**src/codec_gain_map.vh**
```
`ifndef CODEC_GAIN_MAP_VH
`define CODEC_GAIN_MAP_VH

`define ADDR_POWER_CTRL      5'h00
`define ADDR_RUN_CTRL        5'h01
`define ADDR_VOLUME_CTRL     5'h03
`define ADDR_LEFT_GAIN       5'h04
`define ADDR_RIGHT_GAIN      5'h05
`define ADDR_LEFT_OUT_LEVEL  5'h06
`define ADDR_RIGHT_OUT_LEVEL 5'h07
`define ADDR_SOURCE_ROUTING  5'h08
`define ADDR_CLOCK_MODE      5'h09

`define RST_POWER_CTRL       8'h1f
`define RST_RUN_CTRL         8'h00
`define RST_VOLUME_CTRL      8'h19
`define RST_GAIN             8'h7f
`define RST_OUT_LEVEL        8'hff
`define RST_SOURCE_ROUTING   8'h00
`define RST_CLOCK_MODE       8'h44

`define MASK_POWER_CTRL      8'h1f
`define MASK_RUN_CTRL        8'h03
`define MASK_SOURCE_ROUTING  8'h3f

`define BIT_PLAY_POWER       0
`define BIT_REC_POWER        1
`define BIT_TX_POWER         3
`define BIT_PLAY_RUN         0
`define BIT_REC_RUN          1
`define BIT_ZERO_CROSS_GATE  4
`define BIT_SOFT_MUTE        6
`define POS_TIMEOUT_SEL      2
`define POS_TX_SRC           0
`define POS_SERIAL_OUT_SRC   2
`define POS_PLAY_SRC         4

`define SRC_CONVERTER        2'b00
`define SRC_SERIAL_IN        2'b01
`define SRC_RECEIVER         2'b10
`define TX_SRC_THIRD_OUT     2'b10

`define GAIN_ANALOG_BASE     8'h80
`define GAIN_ANALOG_MAX      8'ha4
`define LADDER_UNITY         13'd8031
`define LADDER_OFFSET        14'd33
`define OUT_SCALE_STEP       13'd29
`define OUT_SCALE_FULL       13'd7424
`define REC_ZERO_SAMPLES     10'd516
`define ZC_TIMEOUT_BASE      12'd256
`define CHIP_ADDR_DEFAULT    2'b00

`endif

```
**src/codec_gain_routing.v**
```verilog
`include "codec_gain_map.vh"
`default_nettype none

module codec_gain_routing
#(
  parameter [1:0] CHIP_ADDR = `CHIP_ADDR_DEFAULT
)
(
  input  wire        CLK,
  input  wire        SYS_RST,
  input  wire        POWER_DOWN_PIN_N,
  input  wire        LRCK,
  input  wire        CSN,
  input  wire        CCLK,
  input  wire        CDTI,
  output reg         CDTO,
  output reg         CDTO_OE,
  input  wire [1:0]  ZERO_CROSS,
  output reg  [5:0]  LEFT_ANALOG_GAIN,
  output reg  [5:0]  RIGHT_ANALOG_GAIN,
  output wire [12:0] LEFT_LADDER_LEVEL,
  output wire [12:0] RIGHT_LADDER_LEVEL,
  output wire [12:0] LEFT_OUT_LEVEL,
  output wire [12:0] RIGHT_OUT_LEVEL,
  output reg         ADC_OUTPUT_ZERO,
  output reg         SOFT_MUTE,
  output reg  [1:0]  SERIAL_OUT_SOURCE,
  output reg  [1:0]  PLAYBACK_SOURCE,
  output reg  [1:0]  TRANSMITTER_SOURCE,
  output reg         TRANSMIT_OUTPUT_THREE_SEL,
  output reg  [7:0]  CLOCK_MODE_SETUP
);

  function [12:0] ladder_of;
    input [6:0] code;
    reg   [13:0] prod;
    begin
      prod      = ({9'h000, code[3:0], 1'b0} + `LADDER_OFFSET) << code[6:4];
      prod      = prod - `LADDER_OFFSET;
      ladder_of = prod[12:0];
    end
  endfunction

  function [12:0] out_scale_of;
    input [7:0] code;
    reg   [20:0] prod;
    begin
      prod         = ({13'h0000, code} + 21'h1) * {8'h00, `OUT_SCALE_STEP};
      out_scale_of = (code == 8'h00) ? 13'h0000 : prod[12:0];
    end
  endfunction

  // Two-flop synchronisers for LRCK, CDTI, CCLK, CSN and POWER_DOWN_PIN_N.
  reg [4:0] sync1_ff;
  reg [4:0] sync2_ff;
  reg       cclk_d_ff;
  reg       lrck_d_ff;
  always @(posedge CLK or posedge SYS_RST)
  begin
    if (SYS_RST)
    begin
      sync1_ff  <= 5'h07;
      sync2_ff  <= 5'h07;
      cclk_d_ff <= 1'b1;
      lrck_d_ff <= 1'b0;
    end
    else
    begin
      sync1_ff  <= {LRCK, CDTI, CCLK, CSN, POWER_DOWN_PIN_N};
      sync2_ff  <= sync1_ff;
      cclk_d_ff <= sync2_ff[2];
      lrck_d_ff <= sync2_ff[4];
    end
  end
  wire pdn_n     = sync2_ff[0];
  wire csn_s     = sync2_ff[1];
  wire cclk_s    = sync2_ff[2];
  wire cdti_s    = sync2_ff[3];
  wire tick      = sync2_ff[4] & ~lrck_d_ff;
  wire cclk_rise = cclk_s & ~cclk_d_ff;
  wire cclk_fall = ~cclk_s & cclk_d_ff;

  // Registers; power-down pin low returns them to defaults.
  reg [7:0] power_ff;
  reg [7:0] run_ff;
  reg [7:0] volume_ff;
  reg [7:0] gain_ff [0:1];
  reg [7:0] out_level_ff [0:1];
  reg [7:0] routing_ff;
  reg [7:0] clock_mode_ff;

  // Serial frame: chip address(2), write flag(1), address(5), data(8), MSB first.
  reg [15:0] shift_ff;
  reg [4:0]  count_ff;
  reg [7:0]  rdata_ff;
  wire       frame_write = shift_ff[5];
  wire [4:0] frame_addr  = shift_ff[4:0];
  wire       addr_hit    = (shift_ff[7:6] == CHIP_ADDR);
  wire       wr_now      = cclk_rise && !csn_s && (count_ff == 5'd15)
                           && shift_ff[14:13] == CHIP_ADDR && shift_ff[12];
  wire [4:0] wr_addr     = shift_ff[11:7];
  wire [7:0] wr_data     = {shift_ff[6:0], cdti_s};

  reg [7:0] rd_mux;
  always @*
  begin
    case (frame_addr)
      `ADDR_POWER_CTRL:      rd_mux = power_ff;
      `ADDR_RUN_CTRL:        rd_mux = run_ff;
      `ADDR_VOLUME_CTRL:     rd_mux = volume_ff;
      `ADDR_LEFT_GAIN:       rd_mux = gain_ff[0];
      `ADDR_RIGHT_GAIN:      rd_mux = gain_ff[1];
      `ADDR_LEFT_OUT_LEVEL:  rd_mux = out_level_ff[0];
      `ADDR_RIGHT_OUT_LEVEL: rd_mux = out_level_ff[1];
      `ADDR_SOURCE_ROUTING:  rd_mux = routing_ff;
      `ADDR_CLOCK_MODE:      rd_mux = clock_mode_ff;
      default:               rd_mux = 8'h00;
    endcase
  end

  always @(posedge CLK or posedge SYS_RST)
  begin
    if (SYS_RST)
    begin
      shift_ff <= 16'h0000;
      count_ff <= 5'h00;
      rdata_ff <= 8'h00;
      CDTO     <= 1'b0;
      CDTO_OE  <= 1'b0;
    end
    else if (csn_s)
    begin
      count_ff <= 5'h00;
      CDTO     <= 1'b0;
      CDTO_OE  <= 1'b0;
    end
    else
    begin
      if (cclk_rise)
      begin
        shift_ff <= {shift_ff[14:0], cdti_s};
        if (count_ff != 5'd16)
          count_ff <= count_ff + 5'h01;
        if (count_ff == 5'd7)
          rdata_ff <= 8'h00;
      end
      if (count_ff == 5'd8 && cclk_fall && !frame_write && addr_hit)
      begin
        CDTO     <= rd_mux[7];
        rdata_ff <= {rd_mux[6:0], 1'b0};
        CDTO_OE  <= 1'b1;
      end
      else if (CDTO_OE && cclk_fall)
      begin
        CDTO     <= rdata_ff[7];
        rdata_ff <= {rdata_ff[6:0], 1'b0};
        CDTO_OE  <= (count_ff != 5'd16);
      end
    end
  end

  integer i;
  always @(posedge CLK or posedge SYS_RST)
  begin
    if (SYS_RST)
    begin
      power_ff      <= `RST_POWER_CTRL;
      run_ff        <= `RST_RUN_CTRL;
      volume_ff     <= `RST_VOLUME_CTRL;
      routing_ff    <= `RST_SOURCE_ROUTING;
      clock_mode_ff <= `RST_CLOCK_MODE;
      for (i = 0; i < 2; i = i + 1)
      begin
        gain_ff[i]      <= `RST_GAIN;
        out_level_ff[i] <= `RST_OUT_LEVEL;
      end
    end
    else if (!pdn_n)
    begin
      power_ff      <= `RST_POWER_CTRL;
      run_ff        <= `RST_RUN_CTRL;
      volume_ff     <= `RST_VOLUME_CTRL;
      routing_ff    <= `RST_SOURCE_ROUTING;
      clock_mode_ff <= `RST_CLOCK_MODE;
      for (i = 0; i < 2; i = i + 1)
      begin
        gain_ff[i]      <= `RST_GAIN;
        out_level_ff[i] <= `RST_OUT_LEVEL;
      end
    end
    else if (wr_now)
    begin
      case (wr_addr)
        `ADDR_POWER_CTRL:      power_ff        <= wr_data & `MASK_POWER_CTRL;
        `ADDR_RUN_CTRL:        run_ff          <= wr_data & `MASK_RUN_CTRL;
        `ADDR_VOLUME_CTRL:     volume_ff       <= wr_data;
        `ADDR_LEFT_GAIN:       gain_ff[0]      <= wr_data;
        `ADDR_RIGHT_GAIN:      gain_ff[1]      <= wr_data;
        `ADDR_LEFT_OUT_LEVEL:  out_level_ff[0] <= wr_data;
        `ADDR_RIGHT_OUT_LEVEL: out_level_ff[1] <= wr_data;
        `ADDR_SOURCE_ROUTING:  routing_ff      <= wr_data & `MASK_SOURCE_ROUTING;
        `ADDR_CLOCK_MODE:      clock_mode_ff   <= wr_data;
        default:               clock_mode_ff   <= clock_mode_ff;
      endcase
    end
  end

  wire rec_on  = pdn_n & power_ff[`BIT_REC_POWER] & run_ff[`BIT_REC_RUN];
  wire play_on = pdn_n & power_ff[`BIT_PLAY_POWER] & run_ff[`BIT_PLAY_RUN];
  wire zc_gate = volume_ff[`BIT_ZERO_CROSS_GATE];
  wire [11:0] zc_limit = `ZC_TIMEOUT_BASE << volume_ff[`POS_TIMEOUT_SEL +: 2];

  // Gated gain code per channel and its zero-cross timeout counter.
  reg [7:0]  applied_ff [0:1];
  reg [11:0] wait_ff [0:1];
  reg [9:0]  rec_count_ff;
  always @(posedge CLK or posedge SYS_RST)
  begin
    if (SYS_RST)
    begin
      rec_count_ff <= 10'h000;
      for (i = 0; i < 2; i = i + 1)
      begin
        applied_ff[i] <= `RST_GAIN;
        wait_ff[i]    <= 12'h000;
      end
    end
    else
    begin
      if (!rec_on)
        rec_count_ff <= 10'h000;
      else if (tick && rec_count_ff != `REC_ZERO_SAMPLES)
        rec_count_ff <= rec_count_ff + 10'h001;
      for (i = 0; i < 2; i = i + 1)
      begin
        if (applied_ff[i] == gain_ff[i])
          wait_ff[i] <= 12'h000;
        else if (!zc_gate || ZERO_CROSS[i] || wait_ff[i] == zc_limit)
        begin
          applied_ff[i] <= gain_ff[i];
          wait_ff[i]    <= 12'h000;
        end
        else if (tick)
          wait_ff[i] <= wait_ff[i] + 12'h001;
      end
    end
  end

  always @(posedge CLK or posedge SYS_RST)
  begin
    if (SYS_RST)
    begin
      LEFT_ANALOG_GAIN          <= 6'h00;
      RIGHT_ANALOG_GAIN         <= 6'h00;
      ADC_OUTPUT_ZERO           <= 1'b1;
      SOFT_MUTE                 <= 1'b0;
      SERIAL_OUT_SOURCE         <= `SRC_CONVERTER;
      PLAYBACK_SOURCE           <= `SRC_CONVERTER;
      TRANSMITTER_SOURCE        <= 2'b00;
      TRANSMIT_OUTPUT_THREE_SEL <= 1'b0;
      CLOCK_MODE_SETUP          <= `RST_CLOCK_MODE;
    end
    else
    begin
      LEFT_ANALOG_GAIN   <= analog_of(applied_ff[0]);
      RIGHT_ANALOG_GAIN  <= analog_of(applied_ff[1]);
      ADC_OUTPUT_ZERO    <= !rec_on || (rec_count_ff != `REC_ZERO_SAMPLES);
      SOFT_MUTE          <= volume_ff[`BIT_SOFT_MUTE];
      SERIAL_OUT_SOURCE  <= routing_ff[`POS_SERIAL_OUT_SRC +: 2];
      PLAYBACK_SOURCE    <= routing_ff[`POS_PLAY_SRC +: 2];
      TRANSMITTER_SOURCE <= routing_ff[`POS_TX_SRC +: 2];
      TRANSMIT_OUTPUT_THREE_SEL <= power_ff[`BIT_TX_POWER]
        && (routing_ff[`POS_TX_SRC +: 2] == `TX_SRC_THIRD_OUT);
      CLOCK_MODE_SETUP   <= clock_mode_ff;
    end
  end

  function [5:0] analog_of;
    input [7:0] code;
    reg   [7:0] diff;
    begin
      if (code < `GAIN_ANALOG_BASE)
        analog_of = 6'h00;
      else
      begin
        diff      = ((code > `GAIN_ANALOG_MAX) ? `GAIN_ANALOG_MAX : code)
                    - `GAIN_ANALOG_BASE;
        analog_of = diff[5:0];
      end
    end
  endfunction

  // Ladder target; codes at or above 128 leave the ladder at unity.
  wire [12:0] ladder_tgt_l = applied_ff[0][7] ? `LADDER_UNITY : ladder_of(applied_ff[0][6:0]);
  wire [12:0] ladder_tgt_r = applied_ff[1][7] ? `LADDER_UNITY : ladder_of(applied_ff[1][6:0]);

  level_ramp u_ladder_l
  (
    .clk        (CLK),
    .rst        (SYS_RST),
    .tick       (tick),
    .load       (!rec_on),
    .load_value (13'h0000),
    .target     (ladder_tgt_l),
    .level_ff   (LEFT_LADDER_LEVEL)
  );

  level_ramp u_ladder_r
  (
    .clk        (CLK),
    .rst        (SYS_RST),
    .tick       (tick),
    .load       (!rec_on),
    .load_value (13'h0000),
    .target     (ladder_tgt_r),
    .level_ff   (RIGHT_LADDER_LEVEL)
  );

  level_ramp u_out_l
  (
    .clk        (CLK),
    .rst        (SYS_RST),
    .tick       (tick),
    .load       (!play_on),
    .load_value (`OUT_SCALE_FULL),
    .target     (out_scale_of(out_level_ff[0])),
    .level_ff   (LEFT_OUT_LEVEL)
  );

  level_ramp u_out_r
  (
    .clk        (CLK),
    .rst        (SYS_RST),
    .tick       (tick),
    .load       (!play_on),
    .load_value (`OUT_SCALE_FULL),
    .target     (out_scale_of(out_level_ff[1])),
    .level_ff   (RIGHT_OUT_LEVEL)
  );

endmodule

`default_nettype wire

```
**src/level_ramp.v**
```verilog
`default_nettype none

// Moves a level one step per sample tick toward its target; load forces it at once.
module level_ramp
(
  input  wire        clk,
  input  wire        rst,
  input  wire        tick,
  input  wire        load,
  input  wire [12:0] load_value,
  input  wire [12:0] target,
  output reg  [12:0] level_ff
);

  always @(posedge clk or posedge rst)
  begin
    if (rst)
      level_ff <= 13'h0000;
    else if (load)
      level_ff <= load_value;
    else if (tick && (level_ff < target))
      level_ff <= level_ff + 13'h0001;
    else if (tick && (level_ff > target))
      level_ff <= level_ff - 13'h0001;
  end

endmodule

`default_nettype wire

```
**config.mk**
```make
export PLATFORM = sky130hd
export DESIGN_NAME = codec_gain_routing
export DESIGN_NICKNAME = d
export VERILOG_FILES = /design/src/codec_gain_routing.v /design/src/level_ramp.v
export VERILOG_INCLUDE_DIRS = /design/src
export SDC_FILE = /design/constraint.sdc
export NUM_CORES = 1
export LEC_CHECK = 0
export BUFFER_PORTS_ARGS = -buffer_cell sky130_fd_sc_hd__buf_4
export CORE_MARGIN = 3
export CORE_UTILIZATION = 40
export DETAILED_ROUTE_END_ITERATION = 10
export PLACE_DENSITY = 0.53
export SYNTH_ARGS = -nofsm -noshare
export SYNTH_HDL_FRONTEND = slang
export SYNTH_SLANG_ARGS = --single-unit
```
**constraint.sdc**
```tcl
create_clock -name CLK -period 7.5 [get_ports CLK]
set_input_delay 0.375 -clock CLK [delete_from_list [all_inputs] [get_ports CLK]]
set_output_delay 0.375 -clock CLK [all_outputs]
set_load 0.03 [all_outputs]
```
==> results.tsv, run 1 <==
metric	value	unit
status	finished with violations	
failing checks	hold timing	
Int Pwr	2.28	mW
final antenna-violating net count	0	
antenna cell count	0	
initial DRC count	772	
Top FF cell, synth	dfrtp_1	
clock tree sinks	233	
vias in the first global route	13074	
I/O pin total	92	
initial antenna violation count	0	
die area	44700	um2
kind of end point of the critical path	flop	
Sw Pwr	0.882	mW
setup ws final	0.553	ns
maximum vdd drop	0.180	mV
DP Cell Count	2411	
nets@finish	2115	
Slew HR	33.0	%
pin slew with the least headroom to its limit	0.999	ns
terminus of the critical flop-to-flop path	u_out_l.level_ff[12]$_DFFE_PP0P_	
top post-synthesis cells by area	dfrtp_1, ha_1, dfstp_2, nand2_1, xnor2_1	
unrepaired setup endpoints after global routing	false	
Multi-input gate area	10300	um2
Setup violations, final	0	
Synth Register Bits	233	
Hold Crit Class	input pin to asynchronous set/reset pin	
top-count cell post-synth	nand2_1	
synthesized area	16900	um2
Final Util	46.4	%
hold slack	-0.00924	ns
synth unique cells	85	
WP data required	8.01	ns
crit-path max cell delay	0.61	ns
largest net degree at the start of global routing	133	
Core Area	41300	um2
register area	5910	um2
Final Non-Filler Cells	2479	
CTS H-tree depth	1	
Reg clk slew, reported paths	0.06	ns
Reg2Reg Depth	29	
Yosys warnings	0	
CTS buffer count	29	
most frequent CP cell	ha_1	
Synth area leader	dfrtp_1	
max-cap violation count	0	
Critical Path Start	out_level_ff[8]$_DFFE_PP1P_	
Port Buffers	91	
register area share after synthesis	35.0	%
syn_nets	2049	
Total Neg Setup Slack	0	ns
DR DRC count	0	
clock latency on the worst-skew pair	0.59	ns
final slew viol count	0	
cells after synthesis	1858	
Vias	13185	
share of cells above drive strength 1	15.6	%
minimum clock period	6.95	ns
Critical Path Sink	u_out_l.level_ff[12]$_DFFE_PP0P_	
r2r startpoint	out_level_ff[8]$_DFFE_PP1P_	
clk buf depth	3	
reg2reg setup slack	0.55	ns
WL per Instance	16.7	um
worst setup path category	flop to flop	
pre-CTS setup slack	0.0945	ns
Post-synth EDFFs	0	
sequential share of power	43.8	%
post-synth top area share	25.1	%
Comb power frac	11.2	%
Fin Clk Skew	0.0341	ns
Leak	9.00	nW
final hold vios	6	
Syn-to-layout area delta	13.4	%
top post-synthesis cells by count	nand2_1, dfrtp_1, ha_1	
FP Rows	74	
critical path's slowest cell	dfstp_2	
async set-or-reset flop fraction in the synthesized netlist	100	%
fill count	3996	
via/cell ratio	5.32	
Critical Path AT	7.45	ns
power per standard cell area	165	nW/um2
Initial Util	40.9	%
Sw Ratio	27.9	%
CTS tree	done	
Root Driver	clkbuf_16	
gr ovfl total	0	
f_max	0.144	GHz
first drt pass iteration count	5	
Post-DP HPWL	29.7	mm
Total Wirelength	41.3	mm
critical path startpoint category	flop	
total track usage	18.5	%
die width	211	um
Clock power frac	45.0	%
Die Y	211	um
Final Cycle Share	92.6	%
CP Max Fanout	8	
placer congestion estimate	0.840	
first-pass GRT wire length	68.3	mm
Mapped Avg Cell Area	9.09	um2
[cells in the final DEF (no fill, tap or decap), types with 12 or more instances in the layout]
master,n
and3_1,25
a21oi_1,110
mux2_2,37
o21ai_0,75
nor3_1,24
nand3_1,68
a211oi_1,13
inv_1,103
a31oi_1,12
mux2i_1,55
xor2_1,67
a21o_1,24
fa_1,16
nor2b_1,34
nand4_1,27
dfrtp_1,169
buf_4,115
dfstp_2,64
o21a_1,19
clkbuf_16,29
nand2b_1,28
nand2_1,215
nor2_1,154
ha_1,164
a21boi_0,17
xnor2_1,75
[cell families after synthesis]
kind of cell / Yosys count / share of synthesized area [%]
simple gates: 650 / 18.6
fa+ha+maj: 188 / 14.6
xor+xnor: 149 / 7.73
compound gates: 353 / 13.3
mux: 96 / 6.26
flops: 233 / 35.0
buf+inv: 189 / 4.54
[timing repair]
action | 4_1_cts | 5_1_grt
resized for setup | 0 | 15
buffers inserted | 0 | 9
hold endpoints to repair | 5 | 0
endpoints found under the setup margin | 0 | 12
hold buffers | 5 | 0
[power groups by stage]
stage | Sequential [mW] | Combinational [mW] | Clock (mW)
after detailed placement | 1.40 | 0.352 | 0
final | 1.38 | 0.352 | 1.42
after global placement | 1.40 | 0.348 | 0
after floorplan | 1.33 | 0.312 | 0
after CTS | 1.38 | 0.356 | 1.47
after global routing | 1.39 | 0.397 | 1.52
[metal layers]
layer	track usage [%]	wire length [um]
met1	25.1	19300
met2	32.4	20100
met3	2.30	1340
met4	3.09	505
met5	0	0
[registers in the layout, summed over array words and instances (netlist names), 10 cells and up]
name / flops
wait_ff: 24
applied_ff: 16
gain_ff: 16
out_level_ff: 16
shift_ff: 15
u_ladder_l.level_ff: 13
u_ladder_r.level_ff: 13
u_out_l.level_ff: 13
u_out_r.level_ff: 13
rec_count_ff: 10
[stage by stage]
stage	area (um2)	power, mW
after floorplan	16900	1.64
after global placement	18000	1.75
after detailed placement	18000	1.76
after CTS	19000	3.21
after global routing	19100	3.31
final	19100	3.16
[how the worst min path moves through the flow]
stage | startpoint | end | slack, ns | cells past startpoint
global route | SYS_RST | u_out_l.level_ff[6]$_DFFE_PP0P_ | 0.12 | 2
finish | SYS_RST | u_ladder_r.level_ff[11]$_DFFE_PP0P_ | -0.009 | 2
detailed placement | sync1_ff[3]$_DFF_PP0_ | sync2_ff[3]$_DFF_PP0_ | 0.34 | 0
global placement | sync1_ff[3]$_DFF_PP0_ | sync2_ff[3]$_DFF_PP0_ | 0.34 | 0
CTS | SYS_RST | u_out_l.level_ff[6]$_DFFE_PP0P_ | 0.06 | 2
floorplan | sync1_ff[3]$_DFF_PP0_ | sync2_ff[3]$_DFF_PP0_ | 0.33 | 0
[area by class of cell]
class	count	area share [%]
well taps	532	3.48
clock buffers	44	4.40
multi-input cells	1436	53.8
inverters	104	2.08
clock inverters	10	0.660
repair buffers	120	4.77
flip-flops and latches	233	30.9
[worst max-delay path: cells and delay by family (launching register included)]
family	cells	cell delay, ns
DFF	1	0.61
adders and majority gates	6	2.04
xor gates and xnor gates	3	0.65
and+or+nand+nor	7	0.85
buffers and inverters	3	0.36
AOI/OAI and AO/OA	10	2.35
Note: power is estimated with default switching activity, not from simulation.
==> run 2: changes to the inputs <==
--- a/config.mk
+++ b/config.mk
@@ -7,7 +7,6 @@
 export NUM_CORES = 1
 export LEC_CHECK = 0
 export BUFFER_PORTS_ARGS = -buffer_cell sky130_fd_sc_hd__buf_4
-export CORE_MARGIN = 3
 export CORE_UTILIZATION = 40
 export DETAILED_ROUTE_END_ITERATION = 10
 export PLACE_DENSITY = 0.53
==> results.tsv, run 2 (synthesized netlist as in run 1, its figures left out) <==
metric	value	unit	change
status	finished, final reports clean		
CTS buffer count	30		+3.4%
clock latency on the worst-skew pair	0.60	ns	about the same
Root Driver	clkbuf_16		
Final Cycle Share	93.2	%	+0.61 points
final slew viol count	0		unchanged
Vias	13302		+0.89%
gr ovfl total	0		unchanged
Fin Clk Skew	0.0256	ns	-0.00852 ns
Reg2Reg Depth	29		unchanged
Setup violations, final	0		unchanged
Final Util	46.5	%	+0.17 points
I/O pin total	92		unchanged
r2r startpoint	out_level_ff[0]$_DFFE_PP1P_		
Core Area	41200	um2	-0.22%
setup ws final	0.507	ns	-0.0458 ns
first-pass GRT wire length	68.7	mm	+0.55%
clock tree sinks	233		unchanged
Critical Path AT	7.51	ns	+0.06 ns
maximum vdd drop	0.173	mV	-4.4%
placer congestion estimate	0.843		+0.29%
worst setup path category	flop to flop		
Total Neg Setup Slack	0	ns	unchanged
DR DRC count	0		unchanged
via/cell ratio	5.37		+1.1%
vias in the first global route	13150		+0.58%
final hold vios	0		-6
reg2reg setup slack	0.51	ns	-0.05 ns
first drt pass iteration count	6		+1
Post-DP HPWL	30.0	mm	+0.96%
most frequent CP cell	ha_1		
Most flops, register	wait_ff		
pre-CTS setup slack	0.141	ns	+0.0470 ns
die area	43000	um2	-3.7%
die width	207	um	-1.9%
WL per Instance	16.8	um	+1.1%
max reg flops	24		unchanged
terminus of the critical flop-to-flop path	u_out_r.level_ff[12]$_DFFE_PP0P_		
Hold Path Origin	sync1_ff[3]$_DFF_PP0_		
initial DRC count	812		+5.2%
most frequent cells in the layout	nand2_1, dfrtp_1, ha_1		
nets@finish	2111		-0.19%
FP Rows	74		unchanged
largest net degree at the start of global routing	172		+29%
power per standard cell area	167	nW/um2	+1.6%
clk buf depth	3		unchanged
unrepaired setup endpoints after global routing	false		
crit-path max cell delay	0.62	ns	about the same
Min-Delay Endpoint	sync2_ff[3]$_DFF_PP0_		
Leak	8.99	nW	-0.12%
CP Max Fanout	9		+1
Syn-to-layout area delta	13.6	%	
initial antenna violation count	0		unchanged
share of cells above drive strength 1	15.5	%	-0.071 points
WHS Path Cells	0		
Total Wirelength	41.7	mm	+0.91%
Die Y	207	um	-1.9%
Hold Crit Class	flop to flop		
pin slew with the least headroom to its limit	1.04	ns	+0.0377 ns
Initial Util	41.0	%	+0.092 points
max-cap violation count	0		unchanged
Reg clk slew, reported paths	0.06	ns	about the same
antenna cell count	0		unchanged
kind of end point of the critical path	flop		
Slew HR	30.9	%	-2.1 points
final antenna-violating net count	0		unchanged
CTS tree	done		
critical path startpoint category	flop		
minimum clock period	6.99	ns	+0.0458 ns
WP data required	8.02	ns	about the same
total track usage	19.3	%	+0.78 points
most common cell after layout, fill and taps aside	nand2_1		
f_max	0.143	GHz	-0.66%
Port Buffers	91		unchanged
CTS H-tree depth	1		unchanged
critical path's slowest cell	dfstp_2		
==> run 2: changes by cell type in the layout (fill, tap and decap cells not counted), sizes merged <==
cell | before | now
clkinvlp | 0 | 3
inv | 106 | 107
buf | 115 | 109
clkinv | 6 | 8
clkbuf | 44 | 39
dlygate4sd3 | 5 | 6
==> run 2: metrics by stage <==
stage	instances	cell area [um2]	power [mW]	hold slack (ns)
6_report	2475	19200	3.21	0.350
5_1_grt	2475	19200	3.35	0.361
4_1_cts	2471	19100	3.27	0.350
3_5_place_dp	2410	18000	1.76	0.337
3_3_place_gp	2410	18000	1.75	0.337
2_1_floorplan	1858	16900	1.64	0.331
==> run 2: how the worst max path moves through the flow <==
stage / start / end / depth (start not counted) / slack, ns
after floorplan: out_level_ff[10]$_DFFE_PP1P_ / u_out_l.level_ff[12]$_DFFE_PP0P_ / 32 / 0.68
after global placement: out_level_ff[8]$_DFFE_PP1P_ / u_out_l.level_ff[12]$_DFFE_PP0P_ / 31 / 0.27
after detailed placement: out_level_ff[8]$_DFFE_PP1P_ / u_out_l.level_ff[12]$_DFFE_PP0P_ / 31 / 0.14
after CTS: out_level_ff[8]$_DFFE_PP1P_ / u_out_l.level_ff[12]$_DFFE_PP0P_ / 31 / 0.11
after global routing: out_level_ff[10]$_DFFE_PP1P_ / u_out_l.level_ff[12]$_DFFE_PP0P_ / 31 / 0.03
final: out_level_ff[0]$_DFFE_PP1P_ / u_out_r.level_ff[12]$_DFFE_PP0P_ / 29 / 0.51
==> run 2: cell type report <==
class | count | area (um2)
Fill cell | 3994 | 22000
Inverter | 104 | 398
Sequential cell | 233 | 5910
Clock buffer | 39 | 835
Multi-Input combinational cell | 1436 | 10300
Timing Repair Buffer | 115 | 891
Clock inverter | 16 | 180
Tap cell | 532 | 666
==> run 2: critical path: cells and delay by family, from the launching register on <==
kind	cells	cell delay (ns)
fa+ha+maj	6	2.13
compound gates	8	1.58
simple gates	6	1.05
xor+xnor	4	0.69
flops	1	0.62
mux	2	0.43
buf+inv	3	0.39
==> run 2: what timing repair did <==
item / 4_1_cts / 5_1_grt
resized for setup: 0 / 15
endpoints found under the hold margin: 65 / 0
hold buffers: 6 / 0
buffers inserted: 0 / 4
endpoints found under the setup margin: 0 / 12
==> run 2: layer usage <==
layer / global-route usage (%) / vias up / wire [um]
li1: - / 6619 / -
met1: 25.7 / 6454 / 19300
met2: 33.3 / 187 / 20300
met3: 2.47 / 42 / 1270
met4: 4.40 / 0 / 836
met5: 0 / - / 0
==> run 2: power by group <==
group | switching (mW) | internal [mW] | total [mW]
logic | 0.217 | 0.138 | 0.355
clock network | 0.613 | 0.860 | 1.47
registers | 0.0916 | 1.29 | 1.38
total | 0.921 | 2.29 | 3.21
==> run 3: changes to the inputs <==
--- a/config.mk
+++ b/config.mk
@@ -7,9 +7,10 @@
 export NUM_CORES = 1
 export LEC_CHECK = 0
 export BUFFER_PORTS_ARGS = -buffer_cell sky130_fd_sc_hd__buf_4
-export CORE_UTILIZATION = 40
+export CORE_ASPECT_RATIO = 0.9
+export CORE_UTILIZATION = 49
 export DETAILED_ROUTE_END_ITERATION = 10
-export PLACE_DENSITY = 0.53
+export PLACE_DENSITY = 0.63
 export SYNTH_ARGS = -nofsm -noshare
 export SYNTH_HDL_FRONTEND = slang
 export SYNTH_SLANG_ARGS = --single-unit
==> results.tsv, run 3 (synthesized netlist as in run 1, its figures left out) <==
metric	value	unit	change
Vias	13411		+0.82%
Final Cycle Share	93.7	%	+0.49 points
Root Driver	clkbuf_16		
first drt pass iteration count	5		-1
critical path's slowest cell	dfstp_2		
Core Area	34000	um2	-18%
max-cap violation count	0		unchanged
nets@finish	2106		-0.24%
Multi-input gate area	10300	um2	+0.26%
buffers and inverters on the worst path	3		unchanged
maximum vdd drop	0.162	mV	-6.3%
CTS buffer count	27		-10%
met3 WL	1.55	mm	+23%
power per standard cell area	161	nW/um2	-3.8%
Initial Util	49.7	%	+8.7 points
f_max	0.142	GHz	-0.53%
total power	3.05	mW	-4.9%
Comb power frac	11.6	%	+0.5 points
Syn-to-layout area delta	12.3	%	
crit-path max cell delay	0.63	ns	about the same
CP delay by family, top	adder cells		
post-route cell area	19000	um2	-1.1%
pin slew with the least headroom to its limit	0.988	ns	-0.0486 ns
via/cell ratio	5.59		+4.1%
Final Util	55.8	%	+9.3 points
Sw Ratio	28.0	%	-0.65 points
gr ovfl total	0		unchanged
Sw Pwr	0.856	mW	-7.1%
clock tree sinks	233		unchanged
antenna cell count	0		unchanged
CTS tree	done		
DP Cell Count	2338		-3.0%
Total Neg Setup Slack	0	ns	unchanged
Int Pwr	2.20	mW	-4.0%
Final Non-Filler Cells	2398		-3.1%
die width	198	um	-4.7%
Die Y	178	um	-14%
initial antenna violation count	0		unchanged
Setup violations, final	0		unchanged
met1 WL	19.4	mm	+0.41%
minimum clock period	7.03	ns	+0.0371 ns
largest net degree at the start of global routing	87		-49%
most common cell after layout, fill and taps aside	nand2_1		
Hold Crit Class	flop to flop		
placed inst area	17900	um2	-0.64%
WL per Instance	16.7	um	-0.74%
Critical Path AT	7.46	ns	-0.05 ns
Port Buffers	91		unchanged
Leak	8.93	nW	-0.65%
WP data required	7.93	ns	-0.09 ns
unrepaired setup endpoints after global routing	false		
DR DRC count	0		unchanged
I/O pin total	92		unchanged
clk buf depth	3		unchanged
final slew viol count	0		unchanged
Fin Clk Skew	0.0187	ns	-0.00688 ns
placer congestion estimate	0.852		+1.2%
vias in the first global route	12711		-3.3%
Reg clk slew, reported paths	0.06	ns	about the same
met2 WL	18.3	mm	-10%
final antenna-violating net count	0		unchanged
share of cells above drive strength 1	15.3	%	-0.20 points
CTS H-tree depth	1		unchanged
setup ws final	0.470	ns	-0.0371 ns
Total Wirelength	40.1	mm	-3.8%
CP Max Fanout	10		+1
pre-CTS setup slack	0.140	ns	-0.00159 ns
FP Rows	64		-14%
Clock power frac	43.1	%	-2.8 points
most frequent cells in the layout	nand2_1, dfrtp_1, ha_1		
status	finished, final reports clean		
Slew HR	33.7	%	+2.8 points
die area	35200	um2	-18%
max reg flops	24		unchanged
first-pass GRT wire length	65.6	mm	-4.5%
final hold vios	0		unchanged
Top Metal Used	met4		
initial DRC count	822		+1.2%
total track usage	22.8	%	+3.5 points
sequential share of power	45.3	%	+2.2 points
worst setup path category	flop to flop		
clock latency on the worst-skew pair	0.56	ns	-0.04 ns
register area	5910	um2	unchanged
hold slack	0.346	ns	-0.00408 ns
kind of end point of the critical path	flop		
critical path startpoint category	flop		
Most flops, register	wait_ff		
Post-DP HPWL	28.4	mm	-5.4%
fill count	3106		-22%
run 3: cell count changes in the layout (fill, tap and decap cells not counted), sizes merged:
cell / previous run / this run
clkinv: 8 / 5
buf: 109 / 107
clkbuf: 39 / 40
clkinvlp: 3 / 1
bufinv: 2 / 1
run 3: area by class of cell:
class / instances / share of cell area [%]
Multi-Input combinational cell: 1436 / 54.4
Timing Repair Buffer: 113 / 4.56
Clock inverter: 10 / 0.469
Sequential cell: 233 / 31.2
Clock buffer: 40 / 4.19
Inverter: 104 / 2.10
Tap cell: 462 / 3.05
run 3: path summary, 6_finish.rpt:
kind	from	end	slack (ns)	cells after the start
setup / recovery	out_level_ff[8]$_DFFE_PP1P_	u_out_l.level_ff[12]$_DFFE_PP0P_	0.47	31
hold / removal	sync1_ff[3]$_DFF_PP0_	sync2_ff[3]$_DFF_PP0_	0.35	0
setup reg to reg	out_level_ff[8]$_DFFE_PP1P_	u_out_l.level_ff[12]$_DFFE_PP0P_	0.47	31
hold reg to reg	sync1_ff[3]$_DFF_PP0_	sync2_ff[3]$_DFF_PP0_	0.35	0
max in group asynchronous	SYS_RST	routing_ff[2]$_DFFE_PP0P_	5.57	4
min in group asynchronous	SYS_RST	u_out_l.level_ff[4]$_DFFE_PP0P_	0.47	3
run 3: worst reg2reg max path: cells and delay by family (launching register included):
| kind | cells | cell delay, ns |
|---|---|---|
| AO/OA/AOI/OAI | 7 | 1.48 |
| AND/OR/NAND/NOR | 11 | 1.84 |
| adder cells (fa/ha/maj) | 6 | 2.09 |
| buffers and inverters | 3 | 0.16 |
| flip-flops | 1 | 0.63 |
| XOR/XNOR | 4 | 0.72 |
run 3: what timing repair did:
action,CTS,global route
endpoints found under the hold margin,70,0
setup buffers,0,4
setup endpoints to repair,0,11
gates resized for setup,0,19
hold buffers,6,0
run 3: layer usage:
| layer | up-vias | global-route usage, % |
|---|---|---|
| met5 | - | 0 |
| met4 | 0 | 5.78 |
| met3 | 59 | 2.68 |
| met2 | 265 | 36.7 |
| met1 | 6504 | 32.7 |
| li1 | 6583 | - |
run 3: power groups by stage:
stage               clock network, mW  registers [mW]  logic, mW
floorplan                           0            1.33      0.312
global placement                    0            1.40      0.343
detailed placement                  0            1.40      0.350
CTS                              1.35            1.38      0.354
global route                     1.40            1.39      0.394
finish                           1.32            1.38      0.353
